===== src/hdl/pmc_pkg.sv =====
// Package: constants for the CPU power mode control block
// Operation
// - Two software states, Idle and Stop, each entered by writing a control bit.
// - Idle halts instruction execution; peripherals and system clocks keep running.
// - Stop halts CPU, masks all interrupts and stops the internal oscillator.
// - Stop leaves analog enables and external oscillator untouched.
// - With oscillators off, execution resumes only after a reset.
// - Suspend holds the internal oscillator stopped until a non-idle USB event.
// - Suspend also ends when bus-power level equals the selected polarity.
// - Idle starts only after the writing instruction has completed.
// - All registers and memory hold their contents throughout Idle.
// - Idle ends only on an enabled interrupt or a reset.
// - Interrupt wake clears the idle bit in hardware and resumes the CPU.
// - Interrupt wake services the interrupt, then continues after the idle write.
// - Reset wake runs the normal reset sequence from the reset vector.
// - Enabled watchdog timeout during Idle raises a reset that ends Idle.
// - Stop starts only after the writing instruction has completed.
// - Stop ends only on a reset, then runs from the reset vector.
// - Idle and stop select bits always read as zero.
package pmc_pkg;
  // ----------------------------------------
  // Register map
  // ----------------------------------------
  localparam logic [7:0] PMC_ADDR_POWER_CONTROL = 8'h87;
  localparam logic [7:0] PMC_ADDR_REGULATOR_CTRL = 8'h88;
  localparam logic [7:0] PMC_ADDR_STATUS = 8'h89;
  localparam int PMC_BIT_IDLE = 0;
  localparam int PMC_BIT_STOP = 1;
  localparam int PMC_BIT_VBUS_POL = 0;
  localparam int PMC_BIT_SUSPEND = 1;
  localparam logic [7:0] PMC_RESET_POWER_CONTROL = 8'h00;
  localparam logic [7:0] PMC_RESET_REGULATOR_CTRL = 8'h00;
  localparam logic [15:0] PMC_RESET_VECTOR = 16'h0000;
  localparam logic [7:0] PMC_UNMAPPED_READ = 8'h00;
  // ----------------------------------------
  // Modes
  // ----------------------------------------
  typedef enum logic [1:0] {PMC_RUN, PMC_IDLE, PMC_STOP} pmc_mode_e;
endpackage


===== src/hdl/pmc_osc_suspend.sv =====
// Internal oscillator suspend control
`timescale 1ns/1ps
`default_nettype none
module pmc_osc_suspend
(
  // Clock and reset
  input  wire logic clk,
  input  wire logic rst,
  // Control
  input  wire logic suspend_req,
  input  wire logic vbus_polarity_select,
  // Wake sources
  input  wire logic usb_resume_event,
  input  wire logic vbus_level,
  // Status
  output logic      osc_run
);
  import pmc_pkg::*;

  logic wake;

  // ----------------------------------------
  // Wake detect
  // ----------------------------------------
  assign wake = usb_resume_event | (vbus_level == vbus_polarity_select);

  always_ff @(posedge clk or posedge rst)
  begin
    if (rst)
      osc_run <= 1'b1;
    else if (!osc_run && wake)
      osc_run <= 1'b1;
    else if (suspend_req && !wake)
      osc_run <= 1'b0;
  end

  // ----------------------------------------
  // Checks
  // ----------------------------------------
  property p_susp_wake;
    @(posedge clk) disable iff (rst)
    (!osc_run && usb_resume_event) |=> osc_run;
  endproperty
  a_susp_wake: assert property (p_susp_wake) else $error("usb event did not restart oscillator");

  property p_susp_vbus;
    @(posedge clk) disable iff (rst)
    (!osc_run && vbus_level == vbus_polarity_select) |=> osc_run;
  endproperty
  a_susp_vbus: assert property (p_susp_vbus) else $error("vbus match did not restart oscillator");

  property p_susp_hold;
    @(posedge clk) disable iff (rst)
    (!osc_run && !wake) |=> !osc_run;
  endproperty
  a_susp_hold: assert property (p_susp_hold) else $error("oscillator restarted without wake");
endmodule
`default_nettype wire


===== src/hdl/pmc_top.sv =====
// CPU power mode control: idle, stop and oscillator suspend
//
// Added by the designer: the register offsets and the address-and-strobe port.
`timescale 1ns/1ps
`default_nettype none
module pmc_top
(
  // Clock and reset
  input  wire logic       CLOCK,
  input  wire logic       RST,
  // Register port
  input  wire logic [7:0] ADDR,
  input  wire logic [7:0] WDATA,
  input  wire logic       WR,
  input  wire logic       RD,
  output logic      [7:0] RDATA,
  // CPU handshake
  input  wire logic       INSTR_DONE,
  input  wire logic       IRQ_ENABLED_PENDING,
  input  wire logic       WATCHDOG_TIMEOUT,
  input  wire logic       WATCHDOG_ENABLE,
  // USB suspend wake
  input  wire logic       USB_RESUME_EVENT,
  input  wire logic       VBUS_LEVEL,
  // Core control
  output logic            CPU_CLK_EN,
  output logic            IRQ_GATE,
  output logic            INT_OSC_RUN,
  output logic            WATCHDOG_RESET,
  output logic            RESTART_FETCH,
  output logic     [15:0] FETCH_VECTOR,
  output logic      [1:0] MODE
);
  import pmc_pkg::*;

  pmc_mode_e mode;
  logic      idle_pend;
  logic      stop_pend;
  logic [7:0] regulator_control_reg;
  logic [5:0] gp_flags;
  logic      osc_run;
  logic      osc_stop_req;
  logic      wr_power_control_reg;
  logic      sync_reset;
  logic      rst_seen;

  function automatic logic hit(input logic [7:0] a, input logic [7:0] target);
    hit = (a == target);
  endfunction

  assign wr_power_control_reg = WR && hit(ADDR, PMC_ADDR_POWER_CONTROL);
  // Watchdog reset returns the mode sequencer to run and restarts fetch; unlike RST it leaves the registers untouched
  assign sync_reset = WATCHDOG_RESET;

  // ----------------------------------------
  // Registers
  // ----------------------------------------
  always_ff @(posedge CLOCK or posedge RST)
  begin
    if (RST)
    begin
      regulator_control_reg <= PMC_RESET_REGULATOR_CTRL;
      gp_flags <= 6'h00;
    end
    else
    begin
      // Settings survive idle untouched; only bus writes change them
      if (WR && hit(ADDR, PMC_ADDR_REGULATOR_CTRL))
        regulator_control_reg <= WDATA;
      if (wr_power_control_reg)
        gp_flags <= WDATA[7:2];
    end
  end

  always_ff @(posedge CLOCK or posedge RST)
  begin
    if (RST)
      RDATA <= 8'h00;
    else if (RD)
    begin
      if (hit(ADDR, PMC_ADDR_POWER_CONTROL))
        RDATA <= {gp_flags, 2'b00};
      else if (hit(ADDR, PMC_ADDR_REGULATOR_CTRL))
        RDATA <= regulator_control_reg;
      else if (hit(ADDR, PMC_ADDR_STATUS))
        RDATA <= {5'h00, osc_run, mode};
      else
        RDATA <= PMC_UNMAPPED_READ;
    end
    else
      RDATA <= 8'h00;
  end

  // ----------------------------------------
  // Mode sequencing
  // ----------------------------------------
  always_ff @(posedge CLOCK or posedge RST)
  begin
    if (RST)
    begin
      mode <= PMC_RUN;
      idle_pend <= 1'b0;
      stop_pend <= 1'b0;
    end
    else if (sync_reset)
    begin
      mode <= PMC_RUN;
      idle_pend <= 1'b0;
      stop_pend <= 1'b0;
    end
    else
    begin
      unique case (mode)
        PMC_RUN:
        begin
          if (wr_power_control_reg && WDATA[PMC_BIT_STOP])
            stop_pend <= 1'b1;
          else if (wr_power_control_reg && WDATA[PMC_BIT_IDLE])
            idle_pend <= 1'b1;
          // Pending bits wait for the writing instruction to retire
          if ((stop_pend || (wr_power_control_reg && WDATA[PMC_BIT_STOP])) && INSTR_DONE)
          begin
            mode <= PMC_STOP;
            stop_pend <= 1'b0;
            idle_pend <= 1'b0;
          end
          else if ((idle_pend || (wr_power_control_reg && WDATA[PMC_BIT_IDLE])) && INSTR_DONE)
          begin
            mode <= PMC_IDLE;
            idle_pend <= 1'b0;
          end
        end
        PMC_IDLE:
          if (IRQ_ENABLED_PENDING)
            mode <= PMC_RUN;
        PMC_STOP:
          mode <= PMC_STOP;
        default:
          mode <= PMC_RUN;
      endcase
    end
  end

  // ----------------------------------------
  // Watchdog and reset vector
  // ----------------------------------------
  always_ff @(posedge CLOCK or posedge RST)
  begin
    if (RST)
      WATCHDOG_RESET <= 1'b0;
    else
      WATCHDOG_RESET <= WATCHDOG_ENABLE && WATCHDOG_TIMEOUT && !WATCHDOG_RESET;
  end

  always_ff @(posedge CLOCK or posedge RST)
  begin
    if (RST)
    begin
      rst_seen <= 1'b1;
      RESTART_FETCH <= 1'b0;
      FETCH_VECTOR <= PMC_RESET_VECTOR;
    end
    else
    begin
      rst_seen <= sync_reset;
      RESTART_FETCH <= rst_seen;
      FETCH_VECTOR <= PMC_RESET_VECTOR;
    end
  end

  // ----------------------------------------
  // Core gating outputs
  // ----------------------------------------
  assign osc_stop_req = regulator_control_reg[PMC_BIT_SUSPEND];

  always_ff @(posedge CLOCK or posedge RST)
  begin
    if (RST)
    begin
      CPU_CLK_EN <= 1'b1;
      IRQ_GATE <= 1'b1;
      MODE <= 2'b00;
      INT_OSC_RUN <= 1'b1;
    end
    else
    begin
      CPU_CLK_EN <= (mode == PMC_RUN) && !sync_reset;
      IRQ_GATE <= (mode != PMC_STOP);
      MODE <= mode;
      // Stop kills the oscillator regardless of suspend wake sources
      INT_OSC_RUN <= osc_run && (mode != PMC_STOP);
    end
  end

  pmc_osc_suspend u_suspend
  (
    .clk                  (CLOCK),
    .rst                  (RST),
    .suspend_req          (osc_stop_req),
    .vbus_polarity_select (regulator_control_reg[PMC_BIT_VBUS_POL]),
    .usb_resume_event     (USB_RESUME_EVENT),
    .vbus_level           (VBUS_LEVEL),
    .osc_run              (osc_run)
  );

  // ----------------------------------------
  // Checks
  // ----------------------------------------
  property p_idle_entry;
    @(posedge CLOCK) disable iff (RST)
    (mode == PMC_RUN && wr_power_control_reg && WDATA[1:0] == 2'b01 && !INSTR_DONE && !sync_reset) |=> mode == PMC_RUN;
  endproperty
  a_idle_entry: assert property (p_idle_entry) else $error("idle entered before instruction done");

  property p_idle_go;
    @(posedge CLOCK) disable iff (RST)
    (mode == PMC_RUN && wr_power_control_reg && WDATA[1:0] == 2'b01 && INSTR_DONE && !sync_reset) |=> mode == PMC_IDLE;
  endproperty
  a_idle_go: assert property (p_idle_go) else $error("idle not entered");

  property p_stop_first;
    @(posedge CLOCK) disable iff (RST)
    (mode == PMC_RUN && wr_power_control_reg && WDATA[1:0] == 2'b11 && INSTR_DONE && !sync_reset) |=> mode == PMC_STOP;
  endproperty
  a_stop_first: assert property (p_stop_first) else $error("stop lacks precedence");

  property p_idle_wake;
    @(posedge CLOCK) disable iff (RST)
    (mode == PMC_IDLE && IRQ_ENABLED_PENDING) |=> mode == PMC_RUN ##1 CPU_CLK_EN;
  endproperty
  a_idle_wake: assert property (p_idle_wake) else $error("interrupt did not end idle");

  property p_idle_hold;
    @(posedge CLOCK) disable iff (RST)
    (mode == PMC_IDLE && !IRQ_ENABLED_PENDING && !sync_reset) |=> mode == PMC_IDLE;
  endproperty
  a_idle_hold: assert property (p_idle_hold) else $error("idle left without cause");

  property p_stop_hold;
    @(posedge CLOCK) disable iff (RST)
    (mode == PMC_STOP && !sync_reset) |=> mode == PMC_STOP;
  endproperty
  a_stop_hold: assert property (p_stop_hold) else $error("stop left without reset");

  property p_stop_out;
    @(posedge CLOCK) disable iff (RST)
    (mode == PMC_STOP) |=> (!CPU_CLK_EN && !IRQ_GATE && !INT_OSC_RUN);
  endproperty
  a_stop_out: assert property (p_stop_out) else $error("stop outputs wrong");

  property p_wdt;
    @(posedge CLOCK) disable iff (RST)
    (WATCHDOG_ENABLE && WATCHDOG_TIMEOUT && !WATCHDOG_RESET) |=> WATCHDOG_RESET ##1 mode == PMC_RUN ##1 RESTART_FETCH;
  endproperty
  a_wdt: assert property (p_wdt) else $error("watchdog reset not taken");

  property p_read_zero;
    @(posedge CLOCK) disable iff (RST)
    (RD && hit(ADDR, PMC_ADDR_POWER_CONTROL)) |=> RDATA[1:0] == 2'b00;
  endproperty
  a_read_zero: assert property (p_read_zero) else $error("select bits read nonzero");

  property p_wdt_pulse;
    @(posedge CLOCK) disable iff (RST)
    WATCHDOG_RESET |=> !WATCHDOG_RESET;
  endproperty
  a_wdt_pulse: assert property (p_wdt_pulse) else $error("watchdog reset longer than one cycle");

  property p_restart_pulse;
    @(posedge CLOCK) disable iff (RST)
    RESTART_FETCH |=> !RESTART_FETCH;
  endproperty
  a_restart_pulse: assert property (p_restart_pulse) else $error("restart pulse longer than one cycle");

  property p_vector;
    @(posedge CLOCK) disable iff (RST)
    RESTART_FETCH |-> FETCH_VECTOR == PMC_RESET_VECTOR;
  endproperty
  a_vector: assert property (p_vector) else $error("restart not at reset vector");

  property p_stop_pend;
    @(posedge CLOCK) disable iff (RST)
    (mode == PMC_RUN && wr_power_control_reg && WDATA[PMC_BIT_STOP] && !INSTR_DONE && !sync_reset) |=> mode == PMC_RUN;
  endproperty
  a_stop_pend: assert property (p_stop_pend) else $error("stop entered before instruction done");

  property p_idle_out;
    @(posedge CLOCK) disable iff (RST)
    (mode == PMC_IDLE) |=> (!CPU_CLK_EN && IRQ_GATE);
  endproperty
  a_idle_out: assert property (p_idle_out) else $error("idle outputs wrong");

  property p_idle_regs;
    @(posedge CLOCK) disable iff (RST)
    (mode == PMC_IDLE && !WR) |=> $stable({regulator_control_reg, gp_flags});
  endproperty
  a_idle_regs: assert property (p_idle_regs) else $error("register changed during idle");

  property p_stop_keep;
    @(posedge CLOCK) disable iff (RST)
    (mode == PMC_STOP && !WR) |=> $stable(regulator_control_reg);
  endproperty
  a_stop_keep: assert property (p_stop_keep) else $error("analog enables changed in stop");

  c_idle: cover property (@(posedge CLOCK) disable iff (RST) mode == PMC_IDLE ##1 mode == PMC_RUN);
  c_stop: cover property (@(posedge CLOCK) disable iff (RST) mode == PMC_STOP);
  c_wdt_idle: cover property (@(posedge CLOCK) disable iff (RST) mode == PMC_IDLE && WATCHDOG_RESET);
  c_susp: cover property (@(posedge CLOCK) disable iff (RST) !osc_run ##1 osc_run);
  c_stop_pend: cover property (@(posedge CLOCK) disable iff (RST) stop_pend ##1 mode == PMC_STOP);
endmodule
`default_nettype wire


===== config.mk =====
export PLATFORM = sky130hd
export DESIGN_NAME = pmc_top
export DESIGN_NICKNAME = d
export VERILOG_FILES = /design/src/hdl/pmc_pkg.sv /design/src/hdl/pmc_osc_suspend.sv /design/src/hdl/pmc_top.sv
export SDC_FILE = /design/constraint.sdc
export NUM_CORES = 1
export LEC_CHECK = 0
export ABC_AREA = 0
export BUFFER_PORTS_ARGS = -buffer_cell sky130_fd_sc_hd__buf_4
export CAP_MARGIN = 30
export CORE_MARGIN = 3
export CORE_UTILIZATION = 47
export DETAILED_ROUTE_END_ITERATION = 8
export GPL_ROUTABILITY_DRIVEN = 0
export GPL_TIMING_DRIVEN = 1
export PLACE_DENSITY = 0.86
export RECOVER_POWER = 25
export SYNTH_ARGS = -nofsm -noshare
export SYNTH_HDL_FRONTEND = slang
export SYNTH_HIERARCHICAL = 1
export SYNTH_SLANG_ARGS = --single-unit

===== constraint.sdc =====
create_clock -name CLOCK -period 1.4 [get_ports CLOCK]
set_input_delay 0.35 -clock CLOCK [delete_from_list [all_inputs] [get_ports CLOCK]]
set_output_delay 0.35 -clock CLOCK [all_outputs]
set_load 0.05 [all_outputs]

### After elaboration in Yosys (flattened, before gate mapping)

Index checks and enable logic that the tools add are counted.

* register bits after elaboration: 35
* latch bits: 0
* RAM bits: 0
* ROM bits: 0
* bits of input ports: 26
* output and inout port bits: 31
* word-level logic and storage cells: 71
* memories: 0

* $add $sub $neg: 0
* $mul: 0
* div/mod/pow operators: 0
* $lt $le $gt $ge: 0
* equality and inequality tests: 10
* shift-type cells: 0
* multiplexer cells: 21
* bitwise logic cells: 1
* reductions and logical operators: 25

Operators by type and width (count)
* 8-bit == test, second input constant: 3
* 8-bit 2-to-1 mux: 3
* 1-bit logical AND: 12
* 1-bit 2-to-1 mux: 12
* 2-bit 2-to-1 mux: 4
* 2-bit one-hot mux with 3 select lines: 1
* 4-bit by 2-bit != test with 1-bit output, second input constant: 1
* 4-bit != test, second input constant: 1
* 2-bit AND reduction: 2
* 2-bit nonzero test: 2
* 4-bit nonzero test: 1
* 1-bit zero test: 3
* 3-bit 2-to-1 mux: 1
* 3-bit != test, second input constant: 1
* 3-bit AND reduction: 1
* 3-bit nonzero test: 1
* 2-bit by 1-bit == test with 1-bit output, second input constant: 1
* 2-bit == test, second input constant: 1
* 2-bit zero test: 1
* 1-bit logical OR: 2
* 2-bit != test, second input constant: 1
* 1-bit == test: 1
* 1-bit bitwise OR: 1

### Logic depth before layout (Yosys ltp)

Gate-level depths: netlist (run 1).

* depth in word-level cells: 9
* gate-level depth with buffers: 4
* depth with buffers taken out: 3

### Modules after synthesis

Netlist (run 1), hierarchy kept.

By module, submodules not included
* pmc_top: times used 1, cells an instance 119, area an instance 1546.5 um2, seq. area each 855.8 um2
* pmc_osc_suspend: times used 1, cells an instance 5, area an instance 47.5 um2, seq. area each 26.3 um2

### Worst setup path after synthesis (run 1)

No wires, ideal clock.

* path type: in2reg
* start point: input port ADDR[6]
* end point: register regulator_control_reg[0]
* setup time: 0.125 ns
* data arrival time: 1.369 ns
* data required time: 1.275 ns
* setup slack: -0.094 ns
* cell stages on the path: 3
* path buffers: 0
* cells stage by stage: nor4b_4 -> nand3_4 -> mux2_2

* cells in the longest elaborated chain, start to end: 2

RTL lines
* from (decl): line pmc_top.sv:12 `input wire logic [7:0] ADDR,`
* 8-bit == test: line pmc_top.sv:48 `hit = (a == target);`
* 1-bit logical AND: line pmc_top.sv:68 `if (WR && hit(ADDR, PMC_ADDR_REGULATOR_CTRL))`
* to (signal assigned): line pmc_top.sv:62 `regulator_control_reg <= PMC_RESET_REGULATOR_CTRL;`
* to (signal assigned): line pmc_top.sv:69 `regulator_control_reg <= WDATA;`
* to (decl): line pmc_top.sv:39 `logic [7:0] regulator_control_reg;`

No other way between the ends.
A chain may end at the register's enable or synchronous reset.

### Final worst setup path (run 1)

* start point: register CPU_CLK_EN
* end point: output port CPU_CLK_EN

RTL lines
* from (decl): line pmc_top.sv:26 `output logic CPU_CLK_EN,`
* from (signal assigned): line pmc_top.sv:187 `CPU_CLK_EN <= (mode == PMC_RUN) && !sync_reset;`

No word-level cell between the ends.

==> impl_metrics.tcl, run 1 <==
set metrics [dict create \
    slowest_delay_ns 0.55 \
    end_kind "output pin" \
    die_y_um 64.2 \
    leakage_nw 1.01 \
    syn_area_sq_um 1590 \
    gr-total-overflow 0 \
    dp_slack_ns -0.124 \
    finalSetupViolations 0 \
    drt_pass1_iterations 4 \
    peakVddDrop_uv 511 \
    ctsHtreeMaxLevel 2 \
    grt_pass1_vias 1117 \
    cp_top_family "flip-flops" \
    drc 0 \
    yosys.area.top_type_share 0.471 \
    cts_buffer_depth 2 \
    drive_gt1_frac 0.452 \
    yosysWarningCount 6 \
    yosysTopAreaCell "dfrtp_1" \
    synth_area_leaders "dfrtp_1 (47%), mux2_2 (11%), dfstp_2 (8.2%)" \
    final_common_cell "buf_4" \
    dpl.hpwl_um 2400 \
    syn_inst 124 \
    post-place-cells 212 \
    die_area_sq_um 4130 \
    async_flop_share 1.00 \
    setup_slack_ns 0.0250 \
    cap_violations 0 \
    synth_edf_count 0 \
    cp_data_required_time_ns 1.05 \
    hold_slack_ns 0.0129 \
    cts_num_sinks 35 \
    fillCellCount 269 \
    finalMaxSlewViolations 0 \
    start_util 0.506 \
    grt_pass1_wl_um 5110 \
    port_buffers 40 \
    p_per_area_nw_per_um2 929 \
    num_rows 20 \
    finalNonFillerCells 221 \
    path_buf_inv 1 \
    max_slew_margin 0.474 \
    fmax_mhz 727 \
    status "complete, no violations" \
    routed_wl_um 3140 \
    grt_max_degree 35 \
    clk_pin_slew_ns 0.10 \
    io-pin-count 57 \
    worst_slew_pin_slew_ns 0.789 \
    yosysUniqueCellTypes 30 \
    crit_slowest_cell "dfstp_2" \
    rsz0062_at_grt "yes" \
    hold_viol 0 \
    layout_min_cycle_time_ns 1.38 \
    crit_path_cell_trace "buf_8" \
    layout_common_cells "buf_4 (44), dfrtp_1 (29), conb_1 (16)" \
    wl_per_cell_um 14.2 \
    period_share 0.982 \
    ant_nets 0 \
    drtIter0Drc 28 \
    die_width_um 64.2 \
    use_met3 0.0580 \
    diodes 0 \
    coreArea_sq_um 3150 \
    cts_tree "yes" \
    grt_usage 0.165 \
    finalClockSkew_ns 0.0135 \
    layout.nets 202 \
    met1_usage 0.194 \
    cts_buffers 5 \
    antenna_found_initial 0 \
    vias 1111 \
    start_kind "flop" \
    cp.arrival_ns 1.03 \
    synth-seq-area-share 0.553 \
    synth_seq_cells 35 \
    busiest_layer "met2" \
    power_mw 1.85 \
    hold_path_class "in2async" \
    ys.flop_type "dfrtp_1" \
    vias_per_cell 5.03 \
    root_buffer "clkbuf_4" \
    postSynthAreaPerCell_sq_um 12.9 \
    criticalPathCategory "reg2out" \
    area_growth_pct 24.8 \
    use_met2 0.259 \
    clk_latency_ns 0.34 \
    cp_max_fo 1 \
]
## cell type report
cell class / count / area [sq um] / area share
flip-flops and latches: 35 / 883 / 0.444
multi-input cells: 82 / 614 / 0.309
repair buffers: 49 / 377 / 0.189
well taps: 44 / 55.1 / 0.0277
clock buffers: 8 / 48.8 / 0.0245
inverters: 3 / 11.3 / 0.00566
## layer usage
metal / wire, um / vias to the layer above / part of all wire
met3: 250 / 10 / 0.080
li1: - / 516 / -
met2: 1590 / 53 / 0.51
met1: 1190 / 532 / 0.38
met5: 0 / - / 0
met4: 106 / 0 / 0.034
## synth_stat cells (2+ instances only)
cell / n
a21boi_0: 5
a21oi_1: 2
a41oi_1: 2
and2_1: 2
buf_4: 17
dfrtp_1: 30
dfstp_2: 5
inv_1: 3
mux2_2: 15
mux2i_1: 2
nand2_1: 2
nand3_1: 12
nand3_4: 2
nor2_1: 7
nor3_1: 2
nor4b_4: 2
## cells by family (layout without fill, tap and decap cells)
family | after synthesis | after routing | share of synthesized area
flip-flops | 35 | 35 | 0.553
other | 1 | 16 | 0.00235
buffers and inverters | 22 | 60 | 0.0965
AND/OR/NAND/NOR | 34 | 34 | 0.149
AO/OA/AOI/OAI | 15 | 15 | 0.0801
multiplexers | 17 | 17 | 0.119
## per-stage QoR
stage,cell area (sq um),setup TNS (ns),util
2_1_floorplan,1650,-1.32,-
3_3_place_gp,1920,-1.15,0.610
3_5_place_dp,1920,-1.73,0.610
4_1_cts,1980,0,0.627
5_1_grt,1990,-0.0163,0.631
6_report,1990,0,0.631
## power breakdown
group	total (mW)	switching, mW	internal [mW]	leakage, nW
logic	0.290	0.193	0.0971	0.514
clock network	0.500	0.301	0.200	0.0265
registers	1.06	0.0157	1.04	0.466
total	1.85	0.509	1.34	1.01
## repair_timing
action | CTS | global route
hold buffers | 0 | 0
buffers inserted | 0 | 1
resized for setup | 2 | 3
setup endpoints to repair | 2 | 4
## final timing paths
path	from	endpoint	slack (ns)	cells past startpoint
max reg2reg	WATCHDOG_RESET	mode[0]	0.31	3
max	CPU_CLK_EN	CPU_CLK_EN	0.02	1
min in group CLOCK	VBUS_LEVEL	u_suspend/osc_run	0.21	2
min	RST	u_suspend/osc_run	0.01	2
max in group asynchronous	RST	WATCHDOG_RESET	0.63	3
min reg2reg	rst_seen	RESTART_FETCH	0.41	0
Power figures use the tool's default switching activity.
==> run 2, diff against run 1 <==
==> constraint.sdc (replaced) <==
create_clock -name CLOCK -period 1.4 [get_ports CLOCK]
set_input_delay 0.21 -clock CLOCK [delete_from_list [all_inputs] [get_ports CLOCK]]
set_output_delay 0.21 -clock CLOCK [all_outputs]
set_load 0.05 [all_outputs]
==> run 2 against run 1 <==
Against the previous run: maximum frequency grew 8.0%; core utilization grew 0.79 points; routed wire length shrank 7.2%; combinational power shrank 3%; sequential power is essentially flat; final cell count shrank 0.90%; clock power grew 48%; largest power group unchanged.
==> impl_metrics.tcl, run 2 (synthesis results as in run 1) <==
set metrics [dict create \
    reg2reg_slack_ns 0.35 \
    seqCellArea_sq_um 882 \
    vias 1075 \
    grt_pass1_vias 1091 \
    cp_max_fo 7 \
    leakage_nw 1.02 \
    rsz0062_at_grt "no" \
    status "complete, no violations" \
    ctsHtreeMaxLevel 2 \
    die_width_um 64.2 \
    dpl.hpwl_um 2260 \
    final_common_cell "buf_4" \
    layout.nets 200 \
    criticalPathCategory "reg2out" \
    finalClockSkew_ns 0.00732 \
    r2r_cells 2 \
    fillCellCount 252 \
    wl_per_cell_um 13.3 \
    dp_slack_ns -0.0318 \
    peakVddDrop_uv 501 \
    layout_min_cycle_time_ns 1.27 \
    post_cts_resized 0 \
    slowest_delay_ns 0.48 \
    hold_slack_ns 0.0805 \
    start_util 0.506 \
    vias_per_cell 4.91 \
    hold_path_class "in2reg" \
    antenna_found_initial 0 \
    cts_buffers 5 \
    hold_viol 0 \
    cp_data_required_time_ns 1.19 \
    grt_pass1_wl_um 4890 \
    cts_buffer_depth 2 \
    io-pin-count 57 \
    root_buffer "clkbuf_4" \
    die_area_sq_um 4130 \
    diodes 0 \
    final_util 0.639 \
    drt_pass1_iterations 4 \
    routed_wl_um 2910 \
    cts_num_sinks 35 \
    drtIter0Drc 45 \
    drc 0 \
    drive_gt1_frac 0.451 \
    end_kind "output pin" \
    num_rows 20 \
    grt_usage 0.157 \
    path_buf_inv 1 \
    multiInputGateArea_sq_um 614 \
    fmax_mhz 785 \
    port_buffers 40 \
    clk_pin_slew_ns 0.10 \
    cts_hold_buf 1 \
    postLayoutCellArea_sq_um 2010 \
    max_slew_margin 0.520 \
    power_mw 2.08 \
    finalSetupViolations 0 \
    holdPathStages 2 \
    cp.arrival_ns 1.06 \
    finalMaxSlewViolations 0 \
    placed_area_sq_um 1920 \
    period_share 0.909 \
    cts_tree "yes" \
    r2r-start "mode[1]" \
    gr-total-overflow 0 \
    cp_top_family "flip-flops" \
    setup_slack_ns 0.127 \
    rr_endpoint "mode[1]" \
    start_kind "flop" \
    crit_slowest_cell "dfrtp_1" \
    area_growth_pct 26.4 \
    die_y_um 64.2 \
    cts_setup_buffers 0 \
    grt_max_degree 35 \
    min-delay-start "VBUS_LEVEL" \
    cap_violations 0 \
    clk_latency_ns 0.33 \
    hold_path_end "u_suspend/osc_run" \
    crit_path_cell_trace "buf_4" \
    coreArea_sq_um 3150 \
    ant_nets 0 \
    p_per_area_nw_per_um2 1030 \
    worst_slew_pin_slew_ns 0.719 \
    layout_common_cells "buf_4 (43), dfrtp_1 (30), conb_1 (16)" \
]
## run 2: cell types whose count changed in the layout (fill, tap and decap cells not counted), sizes merged
cell	delta
clkinv	+1
buf	-2
dlygate4sd3	+1
clkbuf	-3
bufinv	+1
## run 2: through the flow
step | TNS (ns) | instances
after floorplan | 0 | 139
after global placement | 0 | 210
after detailed placement | -0.0318 | 210
after CTS | 0 | 219
after global routing | 0 | 219
final | 0 | 219
## run 2: where the power goes
| part | switching [mW] | internal, mW |
|---|---|---|
| registers | 0.0157 | 1.04 |
| logic | 0.188 | 0.0944 |
| clock network | 0.320 | 0.422 |
| total | 0.523 | 1.56 |
## run 2: how the worst max path moves through the flow
| stage | startpoint | endpoint | slack [ns] | depth (start not counted) |
|---|---|---|---|---|
| floorplan | ADDR[6] | regulator_control_reg[0] | 0.05 | 3 |
| global placement | ADDR[6] | RDATA[3] | 0.05 | 6 |
| detailed placement | ADDR[6] | RDATA[3] | -0.03 | 6 |
| CTS | WATCHDOG_RESET | WATCHDOG_RESET | 0.11 | 1 |
| global route | WATCHDOG_RESET | WATCHDOG_RESET | 0.06 | 1 |
| finish | WATCHDOG_RESET | WATCHDOG_RESET | 0.13 | 1 |
## run 2: metal layers
| metal | track usage | vias up | share of wire |
|---|---|---|---|
| li1 | - | 505 | - |
| met1 | 0.173 | 510 | 0.39 |
| met2 | 0.271 | 50 | 0.50 |
| met3 | 0.0351 | 10 | 0.074 |
| met4 | 0.0976 | 0 | 0.036 |
| met5 | 0 | - | 0 |
## run 2: area by class of cell
class,count,share of cell area
Multi-Input combinational cell,82,0.305
Inverter,3,0.00559
Sequential cell,35,0.438
Clock buffer,6,0.0255
Timing Repair Buffer,47,0.181
Clock inverter,2,0.0174
Tap cell,44,0.0273
